===== config.mk =====
export PLATFORM = sky130hd
export DESIGN_NAME = rxohc_capture
export DESIGN_NICKNAME = d
export VERILOG_FILES = /design/src/rxohc_pkg.sv /design/src/rxohc_capture.sv
export SDC_FILE = /design/constraint.sdc
export NUM_CORES = 1
export LEC_CHECK = 0
export BUFFER_PORTS_ARGS = -buffer_cell sky130_fd_sc_hd__buf_2
export CORE_MARGIN = 4
export CORE_UTILIZATION = 47
export CTS_CLUSTER_SIZE = 12
export DETAILED_ROUTE_END_ITERATION = 10
export GPL_ROUTABILITY_DRIVEN = 1
export PLACE_DENSITY = 0.79
export REMOVE_ABC_BUFFERS = 1
export SYNTH_ARGS = -nofsm -noshare
export SYNTH_HDL_FRONTEND = slang
export SYNTH_SLANG_ARGS = --single-unit

===== constraint.sdc =====
create_clock -name sys_clk_i -period 1.5 [get_ports sys_clk_i]
set_input_delay 0.15 -clock sys_clk_i [delete_from_list [all_inputs] [get_ports sys_clk_i]]
set_output_delay 0.15 -clock sys_clk_i [all_outputs]
set_load 0.01 [all_outputs]

===== src/rxohc_pkg.sv =====
// package for the receive overhead capture register bank
package rxohc_pkg;
   localparam int                   RXOHC_ADDR_W      = 12;
   localparam int                   RXOHC_DATA_W      = 8;
   // register offsets; T1 link registers share the three lowest E1 offsets
   localparam logic [11:0]          RXOHC_OFS_ALIGN   = 12'h064;
   localparam logic [11:0]          RXOHC_OFS_NALIGN  = 12'h065;
   localparam logic [11:0]          RXOHC_OFS_SI_EVEN = 12'h066;
   localparam logic [11:0]          RXOHC_OFS_SI_ODD  = 12'h067;
   localparam logic [11:0]          RXOHC_OFS_RALARM  = 12'h068;
   localparam logic [11:0]          RXOHC_OFS_SA4     = 12'h069;
   localparam logic [11:0]          RXOHC_OFS_SA5     = 12'h06A;
   localparam logic [11:0]          RXOHC_OFS_SA6     = 12'h06B;
   localparam logic [11:0]          RXOHC_OFS_SA7     = 12'h06C;
   localparam logic [11:0]          RXOHC_OFS_SLC1    = 12'h064;
   localparam logic [11:0]          RXOHC_OFS_SLC2    = 12'h065;
   localparam logic [11:0]          RXOHC_OFS_SLC3    = 12'h066;
   localparam logic [7:0]           RXOHC_RST_VAL     = 8'h00;
   localparam logic [6:0]           RXOHC_FAS_PATTERN = 7'h1B;
   localparam logic                 RXOHC_MODE_T1     = 1'b0;
   localparam logic                 RXOHC_MODE_E1     = 1'b1;
   localparam logic [7:0]           RXOHC_UNMAPPED    = 8'h00;
   localparam int                   RXOHC_FRAME_W     = 4;
endpackage : rxohc_pkg


===== src/rxohc_capture.sv =====
// receive overhead capture register bank: E1 timeslot-0 words and T1 SLC-96 link bits
//
// Operation
// In E1 mode the align-frame word shows the received international bit in bit 7 and the FAS 0011011 below it.
// In E1 mode the non-align-frame word holds Si, the fixed one, remote alarm and Sa4..Sa8 from bit 7 down.
// International bits of even frames 14..0 are gathered into one byte, frame 14 in bit 7 down to frame 0 in bit 0.
// International bits of odd frames 15..1 are gathered into one byte, frame 15 in bit 7 down to frame 1 in bit 0.
// Remote alarm bits of odd frames 15..1 are gathered into one byte, frame 15 in bit 7.
// Sa4, Sa5 and Sa6 each have a byte holding that bit from odd frames 15..1, frame 15 in bit 7.
// In T1 mode the three lowest addresses read the three SLC-96 link bytes instead of the E1 words.
// The receiver mode input selects the T1 (0) or E1 (1) meaning of the shared addresses.
// An Sa7 byte is laid out like the other spare-bit bytes.
// Bits update only on frames received in alignment, all registers reset to zero, host writes are ignored.
//
// The plain strobed port was left to the implementer.
`timescale 1ns/1ps
`default_nettype none
module rxohc_capture
   import rxohc_pkg::*;
(
   // clock and reset
   input  wire logic                         sys_clk_i,
   input  wire logic                         resetn_i,
   // register port
   input  wire logic [RXOHC_ADDR_W-1:0]      reg_addr_i,
   input  wire logic [RXOHC_DATA_W-1:0]      reg_wdata_i,
   input  wire logic                         reg_wr_i,
   input  wire logic                         reg_rd_i,
   output logic      [RXOHC_DATA_W-1:0]      reg_rdata_o,
   // receiver mode and alignment state
   input  wire logic                         receiver_line_standard_select_i,
   input  wire logic                         frame_aligned_i,
   // E1 timeslot-0 byte, one strobe per received frame
   input  wire logic                         e1_ts0_valid_i,
   input  wire logic [RXOHC_FRAME_W-1:0]     e1_frame_num_i,
   input  wire logic [7:0]                   e1_ts0_byte_i,
   // T1 SLC-96 link bytes, one strobe per completed superframe
   input  wire logic                         slc_valid_i,
   input  wire logic [7:0]                   slc_first_i,
   input  wire logic [7:0]                   slc_second_i,
   input  wire logic [7:0]                   slc_third_i
);
   import rxohc_pkg::*;

   // capture registers, all read-only to the host
   logic [7:0] align_frame_word_r;
   logic [7:0] non_align_frame_word_r;
   logic [7:0] intl_bits_even_frames_r;
   logic [7:0] intl_bits_odd_frames_r;
   logic [7:0] remote_alarm_odd_frames_r;
   logic [7:0] spare_four_odd_frames_r;
   logic [7:0] spare_five_odd_frames_r;
   logic [7:0] spare_six_odd_frames_r;
   logic [7:0] spare_seven_odd_frames_r;
   logic [7:0] slc_link_bits_first_r;
   logic [7:0] slc_link_bits_second_r;
   logic [7:0] slc_link_bits_third_r;
   logic [7:0] reg_rdata_r;
   logic [7:0] rdata_nxt;

   // next values, one per capture register; the hold lives here, not in the flip-flops
   wire  [7:0] align_frame_word_nxt;
   wire  [7:0] non_align_frame_word_nxt;
   wire  [7:0] intl_bits_even_frames_nxt;
   wire  [7:0] intl_bits_odd_frames_nxt;
   wire  [7:0] remote_alarm_odd_frames_nxt;
   wire  [7:0] spare_four_odd_frames_nxt;
   wire  [7:0] spare_five_odd_frames_nxt;
   wire  [7:0] spare_six_odd_frames_nxt;
   wire  [7:0] spare_seven_odd_frames_nxt;
   wire  [7:0] slc_link_bits_first_nxt;
   wire  [7:0] slc_link_bits_second_nxt;
   wire  [7:0] slc_link_bits_third_nxt;

   // bit position within a gathered byte: frame 15/14 lands in bit 7
   function automatic logic [2:0] frame_slot(input logic [RXOHC_FRAME_W-1:0] frame);
      frame_slot = frame[3:1];
   endfunction : frame_slot

   // one-hot slot decode, used by every gathered byte
   function automatic logic [7:0] slot_onehot(input logic [RXOHC_FRAME_W-1:0] frame);
      slot_onehot = 8'h01 << frame_slot(frame);
   endfunction : slot_onehot

   // one register select, shared by every entry of the read map
   function automatic logic addr_hit(input logic [RXOHC_ADDR_W-1:0] addr, input logic [11:0] offset);
      addr_hit = (addr == offset);
   endfunction : addr_hit

   // capture only while aligned; a frame taken out of alignment would poison the bytes
   wire        is_e1        = (receiver_line_standard_select_i == RXOHC_MODE_E1);
   wire        e1_take      = e1_ts0_valid_i & frame_aligned_i & is_e1;
   wire        slc_take     = slc_valid_i & frame_aligned_i & ~is_e1;
   wire        fas_frame    = ~e1_frame_num_i[0];
   wire        even_take    = e1_take & fas_frame;
   wire        odd_take     = e1_take & ~fas_frame;
   wire [7:0]  slot_sel     = slot_onehot(e1_frame_num_i);

   // fields of the timeslot-0 byte, first received bit in bit 7
   wire        si_bit       = e1_ts0_byte_i[7];
   wire        ra_bit       = e1_ts0_byte_i[5];
   wire        sa4_bit      = e1_ts0_byte_i[4];
   wire        sa5_bit      = e1_ts0_byte_i[3];
   wire        sa6_bit      = e1_ts0_byte_i[2];
   wire        sa7_bit      = e1_ts0_byte_i[1];

   // the word registers keep the whole received byte; the FAS field shows the pattern as received
   assign align_frame_word_nxt     = even_take ? {si_bit, e1_ts0_byte_i[6:0]} : align_frame_word_r;
   assign non_align_frame_word_nxt = odd_take ? e1_ts0_byte_i : non_align_frame_word_r;

   // gathered bytes: each bit is rewritten only in its own frame of the multiframe
   // frame n lands in slot n/2, so both halves of the multiframe share one slot decode
   genvar g;
   generate
      for (g = 0; g < 8; g++)
      begin : g_si_even
         assign intl_bits_even_frames_nxt[g] = (even_take && slot_sel[g]) ? si_bit : intl_bits_even_frames_r[g];
      end

      for (g = 0; g < 8; g++)
      begin : g_si_odd
         assign intl_bits_odd_frames_nxt[g] = (odd_take && slot_sel[g]) ? si_bit : intl_bits_odd_frames_r[g];
      end

      for (g = 0; g < 8; g++)
      begin : g_alarm
         assign remote_alarm_odd_frames_nxt[g] = (odd_take && slot_sel[g]) ? ra_bit : remote_alarm_odd_frames_r[g];
      end

      for (g = 0; g < 8; g++)
      begin : g_sa4
         assign spare_four_odd_frames_nxt[g] = (odd_take && slot_sel[g]) ? sa4_bit : spare_four_odd_frames_r[g];
      end

      for (g = 0; g < 8; g++)
      begin : g_sa5
         assign spare_five_odd_frames_nxt[g] = (odd_take && slot_sel[g]) ? sa5_bit : spare_five_odd_frames_r[g];
      end

      for (g = 0; g < 8; g++)
      begin : g_sa6
         assign spare_six_odd_frames_nxt[g] = (odd_take && slot_sel[g]) ? sa6_bit : spare_six_odd_frames_r[g];
      end

      for (g = 0; g < 8; g++)
      begin : g_sa7
         assign spare_seven_odd_frames_nxt[g] = (odd_take && slot_sel[g]) ? sa7_bit : spare_seven_odd_frames_r[g];
      end
   endgenerate

   // SLC-96 link bytes arrive already packed by the T1 framer
   assign slc_link_bits_first_nxt  = slc_take ? slc_first_i  : slc_link_bits_first_r;
   assign slc_link_bits_second_nxt = slc_take ? slc_second_i : slc_link_bits_second_r;
   assign slc_link_bits_third_nxt  = slc_take ? slc_third_i  : slc_link_bits_third_r;

   // every register loads its next value each cycle; reset clears all of them to zero
   // E1 word registers
   always_ff @(posedge sys_clk_i or negedge resetn_i)
   begin
      if (!resetn_i)
         align_frame_word_r <= RXOHC_RST_VAL;
      else
         align_frame_word_r <= align_frame_word_nxt;
   end

   always_ff @(posedge sys_clk_i or negedge resetn_i)
   begin
      if (!resetn_i)
         non_align_frame_word_r <= RXOHC_RST_VAL;
      else
         non_align_frame_word_r <= non_align_frame_word_nxt;
   end

   // gathered bytes
   always_ff @(posedge sys_clk_i or negedge resetn_i)
   begin
      if (!resetn_i)
         intl_bits_even_frames_r <= RXOHC_RST_VAL;
      else
         intl_bits_even_frames_r <= intl_bits_even_frames_nxt;
   end

   always_ff @(posedge sys_clk_i or negedge resetn_i)
   begin
      if (!resetn_i)
         intl_bits_odd_frames_r <= RXOHC_RST_VAL;
      else
         intl_bits_odd_frames_r <= intl_bits_odd_frames_nxt;
   end

   always_ff @(posedge sys_clk_i or negedge resetn_i)
   begin
      if (!resetn_i)
         remote_alarm_odd_frames_r <= RXOHC_RST_VAL;
      else
         remote_alarm_odd_frames_r <= remote_alarm_odd_frames_nxt;
   end

   always_ff @(posedge sys_clk_i or negedge resetn_i)
   begin
      if (!resetn_i)
         spare_four_odd_frames_r <= RXOHC_RST_VAL;
      else
         spare_four_odd_frames_r <= spare_four_odd_frames_nxt;
   end

   always_ff @(posedge sys_clk_i or negedge resetn_i)
   begin
      if (!resetn_i)
         spare_five_odd_frames_r <= RXOHC_RST_VAL;
      else
         spare_five_odd_frames_r <= spare_five_odd_frames_nxt;
   end

   always_ff @(posedge sys_clk_i or negedge resetn_i)
   begin
      if (!resetn_i)
         spare_six_odd_frames_r <= RXOHC_RST_VAL;
      else
         spare_six_odd_frames_r <= spare_six_odd_frames_nxt;
   end

   always_ff @(posedge sys_clk_i or negedge resetn_i)
   begin
      if (!resetn_i)
         spare_seven_odd_frames_r <= RXOHC_RST_VAL;
      else
         spare_seven_odd_frames_r <= spare_seven_odd_frames_nxt;
   end

   // T1 link bytes
   always_ff @(posedge sys_clk_i or negedge resetn_i)
   begin
      if (!resetn_i)
         slc_link_bits_first_r <= RXOHC_RST_VAL;
      else
         slc_link_bits_first_r <= slc_link_bits_first_nxt;
   end

   always_ff @(posedge sys_clk_i or negedge resetn_i)
   begin
      if (!resetn_i)
         slc_link_bits_second_r <= RXOHC_RST_VAL;
      else
         slc_link_bits_second_r <= slc_link_bits_second_nxt;
   end

   always_ff @(posedge sys_clk_i or negedge resetn_i)
   begin
      if (!resetn_i)
         slc_link_bits_third_r <= RXOHC_RST_VAL;
      else
         slc_link_bits_third_r <= slc_link_bits_third_nxt;
   end

   // read map; writes are accepted and dropped since every register is read-only
   // the three lowest addresses change meaning with the receiver mode
   wire        hit_align    = addr_hit(reg_addr_i, RXOHC_OFS_ALIGN);
   wire        hit_nalign   = addr_hit(reg_addr_i, RXOHC_OFS_NALIGN);
   wire        hit_si_even  = addr_hit(reg_addr_i, RXOHC_OFS_SI_EVEN);

   wire        hit_si_odd   = addr_hit(reg_addr_i, RXOHC_OFS_SI_ODD);
   wire        hit_ralarm   = addr_hit(reg_addr_i, RXOHC_OFS_RALARM);
   wire        hit_sa4      = addr_hit(reg_addr_i, RXOHC_OFS_SA4);
   wire        hit_sa5      = addr_hit(reg_addr_i, RXOHC_OFS_SA5);
   wire        hit_sa6      = addr_hit(reg_addr_i, RXOHC_OFS_SA6);
   wire        hit_sa7      = addr_hit(reg_addr_i, RXOHC_OFS_SA7);

   // shared addresses
   wire [7:0]  word_first   = is_e1 ? align_frame_word_r      : slc_link_bits_first_r;
   wire [7:0]  word_second  = is_e1 ? non_align_frame_word_r  : slc_link_bits_second_r;
   wire [7:0]  word_third   = is_e1 ? intl_bits_even_frames_r : slc_link_bits_third_r;

   // unmapped addresses fall through to zero since no select is set
   assign rdata_nxt = ({8{hit_align}}   & word_first)
                    | ({8{hit_nalign}}  & word_second)
                    | ({8{hit_si_even}} & word_third)
                    | ({8{hit_si_odd}}  & intl_bits_odd_frames_r)
                    | ({8{hit_ralarm}}  & remote_alarm_odd_frames_r)
                    | ({8{hit_sa4}}     & spare_four_odd_frames_r)
                    | ({8{hit_sa5}}     & spare_five_odd_frames_r)
                    | ({8{hit_sa6}}     & spare_six_odd_frames_r)
                    | ({8{hit_sa7}}     & spare_seven_odd_frames_r)
                    | RXOHC_UNMAPPED;

   // read data stands for exactly one cycle after the strobe
   // returning to zero keeps a late sample from mistaking stale data for an answer
   always_ff @(posedge sys_clk_i or negedge resetn_i)
   begin
      if (!resetn_i)
         reg_rdata_r <= RXOHC_RST_VAL;
      else if (reg_rd_i)
         reg_rdata_r <= rdata_nxt;
      else
         reg_rdata_r <= RXOHC_RST_VAL;
   end

   // write port is ignored; these wires only keep the unused inputs visible
   wire unused_wr = reg_wr_i ^ (^reg_wdata_i);

   assign reg_rdata_o = reg_rdata_r;

endmodule : rxohc_capture
`default_nettype wire


# --- Word level (Yosys, flattened, before mapping) ---
# Index checks and enable logic that the tools add are counted.
totals:
  ramBits: 0
  romBits: 0
  latchBits: 0
  ff_bits: 104
  mem_count: 0
  input_bits: 64
op_classes:
  addsub: 0
  n_bitwise: 25
  div_mod_pow: 0
  n_mul: 0
  n_mux: 4
  n_eq_ne: 9
  order_cmp: 0
  reduce_logical: 16
  n_shift: 1
ops:
  columns: ["operator", "count"]
  rows:
  - ["12-bit by 7-bit equality test with 1-bit output (second input constant)", 9]
  - ["8-bit AND", 9]
  - ["8-bit OR", 8]
  - ["8-bit 2-to-1 mux", 4]
  - ["1-bit logical AND", 16]
  - ["1-bit by 3-bit left shift with 8-bit output (first input constant)", 1]
  - ["1-bit AND", 6]
  - ["1-bit inverter", 2]

# --- Depth between registers and ports, before layout ---
depth:
  depth_word: 11
  mapped_depth: 7
  depth_no_buf: 5

# --- Worst setup path after synthesis ---
# No wires, ideal clock.
synth_timing:
  kind: "input -> register"
  start: "input port receiver_line_standard_select_i"
  end: "register intl_bits_even_frames_r[1]"
  t_arrival_ns: 1.242
  path_slack_ns: 0.134
  path_buffers: 2
  path_stages: 6
  required_ns: 1.375
  path_cell_list: "buf_4 > nand3_2 > nand2b_4 > buf_2 > nor3_1 > mux2_2"
synth_via:
  elab_chain_len: 3
synth_lines:
  columns: ["element", "line", "rtl"]
  rows:
  - ["start, declared", "rxohc_capture.sv:31", "input wire logic receiver_line_standard_select_i,"]
  - ["1-bit AND", "rxohc_capture.sv:92", "wire e1_take = e1_ts0_valid_i & frame_aligned_i & is_e1;"]
  - ["1-bit AND", "rxohc_capture.sv:95", "wire even_take = e1_take & fas_frame;"]
  - ["1-bit logical AND", "rxohc_capture.sv:117", "assign intl_bits_even_frames_nxt[g] = (even_take && slot_sel[g]) ? si_bit : intl_bits_even_frames_r[g];"]
  - ["end signal, assigned", "rxohc_capture.sv:180", "intl_bits_even_frames_r <= intl_bits_even_frames_nxt;"]
  - ["end, declared", "rxohc_capture.sv:48", "logic [7:0] intl_bits_even_frames_r;"]
# No other way between the ends.
# A chain may end at the register's enable or synchronous reset.

# --- Worst setup path in the final report ---
layout_timing:
  start: "register intl_bits_even_frames_r[1]"
  end: "register reg_rdata_r[1] (netlist: reg_rdata_o[1])"
layout_via:
  elab_chain_len: 10
layout_lines:
  columns: ["element", "line", "rtl"]
  rows:
  - ["8-bit 2-to-1 mux", "rxohc_capture.sv:272", "wire [7:0] word_third = is_e1 ? intl_bits_even_frames_r : slc_link_bits_third_r;"]
  - ["8-bit AND", "rxohc_capture.sv:277", "| ({8{hit_si_even}} & word_third)"]
  - ["8-bit OR", "rxohc_capture.sv:277", null]
  - ["8-bit OR", "rxohc_capture.sv:278", "| ({8{hit_si_odd}} & intl_bits_odd_frames_r)"]
  - ["8-bit OR", "rxohc_capture.sv:279", "| ({8{hit_ralarm}} & remote_alarm_odd_frames_r)"]
  - ["8-bit OR", "rxohc_capture.sv:280", "| ({8{hit_sa4}} & spare_four_odd_frames_r)"]
  - ["8-bit OR", "rxohc_capture.sv:281", "| ({8{hit_sa5}} & spare_five_odd_frames_r)"]
  - ["8-bit OR", "rxohc_capture.sv:282", "| ({8{hit_sa6}} & spare_six_odd_frames_r)"]
  - ["8-bit OR", "rxohc_capture.sv:283", "| ({8{hit_sa7}} & spare_seven_odd_frames_r)"]
  - ["8-bit 2-to-1 mux", "rxohc_capture.sv:292", "else if (reg_rd_i)"]
  - ["end signal, assigned", "rxohc_capture.sv:293", "reg_rdata_r <= rdata_nxt;"]
  - ["end, declared", "rxohc_capture.sv:58", "logic [7:0] reg_rdata_r;"]
# No other way between the ends.

==> impl_metrics.ini <==
[sta]
min_period_ns = 1.41
maxSlewViolCount = 0
fmax_ghz = 0.707
fin_crit_sh_pct = 94.3
skew_ns = 0.00821
hold_viol = 0
relSlewSlack_pct = 43.9
tightest_slew_ns = 0.839
rsz0062_at_grt = no
report.final.setup_viol = 0

[clocking]
cts_sinks = 104
cts-root-buf = clkbuf_8
cts_made_buffers = 9
cts_tree = yes
clkTransAtPathRegs_ns = 0.10
cts-resized-gates = 0
clockBufferDepth = 2
clock_latency_ns = 0.37
htreeDepth = 3

[yosys]
syn-cell-area_mm2 = 0.00493
synth_edf_count = 0
ys_top_cells_by_count = dfrtp_1, mux2_2, nand2_1
synth_top_area_share_pct = 52.8
syn-instance-count = 382
async_flop_share_pct = 100
ys_types = 44
yosysSeqAreaShare_pct = 52.8
synth_ff_type = dfrtp_1
synth_area_leaders = dfrtp_1, mux2_2, nand2_1, mux4_2, mux2i_1
synth_most_common_cell = dfrtp_1
yosys_warnings = 0
synth_area_leader_cell = dfrtp_1
synth.avg_cell_area_um2 = 12.9
synth-seq-cells = 104

[placement]
dp_cells = 582
port_buffers = 62
gp_congestion = 0.955
hpwl_mm = 8.33

[final_layout]
diodes = 0
fillCellCount = 868
drive_above_1_share_pct = 43.9
synthToLayoutAreaGrowth_pct = 17.2
num-nets-final = 527
stdcell_count = 603

[status]
outcome = complete, no violations

[drt]
first_iter_violations = 190
route.detailed.drc = 0
totalWireLength_mm = 11.2
antenna_left = 0
wl_per_cell_um = 18.6
avgViaCountPerCell = 5.72
vias = 3448
dr.pass1.iters = 4

[grt]
grt_pass1_wl_mm = 18.3
grt_max_degree = 44
gr-total-overflow = 0
grtUsageTotal_pct = 18.7
grt_pass1_vias = 3620
antenna_found_initial = 0

[floorplan]
die_h_um = 110
io-pin-count = 72
start_util_pct = 48.0
num_rows = 37
coreArea_mm2 = 0.0103
dieArea_mm2 = 0.0122
die_width_um = 110

[worst_setup_path]
worstPathRequired_ns = 1.76
start_kind = flop
endpoint_kind = flop
cp_max_fo = 2
critical_path_class = flop to flop
worst_ep_arrival_time_ns = 1.68

[pwr]
design_power_total_w = 0.00615
pwr_density_cell_mw_per_mm2 = 1060
leakagePower_nw = 2.74
vdd.ir_drop.worst_mv = 0.506

[hold_path]
hold_class = input pin to flop

[flow_run]
drv_cap = 0
through the flow:
step                util (%)  instance area (um^2)  setup slack [ns]  hold slack [ns]  TNS [ns]
finish                  56.2                  5780            0.0853          0.00742         0
detailed placement      53.8                  5530            -0.131            0.107    -0.534
CTS                     55.9                  5740             0.105        0.0000609         0
global placement        53.8                  5530           -0.0506            0.101    -0.204
global route            56.2                  5780            0.0615         0.000748         0
floorplan                  -                  4780             0.104           -0.146         0
layout make-up:
cell class / count / area [um^2] / share of cell area, %
Clock inverter: 4 / 53.8 / 0.931
Tap cell: 136 / 170 / 2.94
Inverter: 7 / 26.3 / 0.455
Multi-Input combinational cell: 247 / 2160 / 37.3
Clock buffer: 11 / 141 / 2.45
Timing Repair Buffer: 94 / 631 / 10.9
Sequential cell: 104 / 2600 / 45.0
state kept, by name, summed over array words and instances (netlist names):
signal and cells:
slc_link_bits_second_r 8, spare_six_odd_frames_r 8, spare_five_odd_frames_r 8, remote_alarm_odd_frames_r 8
intl_bits_odd_frames_r 8, slc_link_bits_third_r 8, align_frame_word_r 8, intl_bits_even_frames_r 8
non_align_frame_word_r 8, spare_four_odd_frames_r 8, reg_rdata_o 8, slc_link_bits_first_r 8
spare_seven_odd_frames_r 8
worst max-delay path, stage by stage, from the launching register on:
cell	delay, ns
dfrtp_1	0.40
mux4_2	0.47
inv_1	0.07
o22ai_1	0.12
a22o_1	0.25
cells by family (layout without fill, tap and decap cells):
family	after synthesis	in the layout	synth area share, %
compound gates	37	37	5.50
mux	105	105	26.4
buf+inv	31	116	3.55
flops	104	104	52.8
simple gates	105	105	11.8
power breakdown:
part           internal (W)  switching (W)  leakage, nW
Combinational      0.000540       0.000430         1.30
Clock              0.000815       0.000940       0.0920
Sequential          0.00320       0.000224         1.34
cells in the final DEF, fill, tap and decap left out, types with 3 or more instances in the layout:
cell           synthesis  final
a222oi_1               3      3
nor3_1                 3      3
dlygate4sd3_1          0      6
mux2i_1               11     11
a22o_1                 7      7
nand3_1                9      9
o2bb2ai_1              4      4
mux4_2                 9      9
buf_2                 14     61
o21ai_0                7      7
o22ai_1                6      6
nor2b_1                3      3
mux2_2                81     81
inv_1                  7      7
a22oi_1                4      4
buf_12                 0      5
dfrtp_1              104    104
buf_4                  5     22
nand2_1               58     58
clkbuf_8               0     10
nand4_1                5      5
nor2_1                 4      4
routing by layer:
layer	up-vias	wire length, um	GRT usage, %
li1	1542	-	-
met1	1743	4670	23.4
met2	131	5460	30.9
met3	32	645	4.60
met4	0	420	8.29
met5	-	0	0
final timing paths:
check / slack, ns / depth (start not counted) / end / startpoint
hold / removal: 0.007 / 2 / slc_link_bits_second_r[7] / slc_second_i[7]
setup / recovery: 0.09 / 4 / reg_rdata_o[1] / intl_bits_even_frames_r[1]
min in group asynchronous: 0.25 / 2 / spare_six_odd_frames_r[7] / resetn_i
hold reg to reg: 0.49 / 2 / align_frame_word_r[5] / align_frame_word_r[5]
setup reg to reg: 0.09 / 4 / reg_rdata_o[1] / intl_bits_even_frames_r[1]
max in group asynchronous: 0.68 / 3 / align_frame_word_r[2] / resetn_i
repair_timing:
action	in CTS	in global routing
setup buffers	0	0
hold endpoints to repair	27	4
hold buffers	2	4
setup endpoints to repair	0	0
No activity file was read; power rests on OpenSTA's default activity.
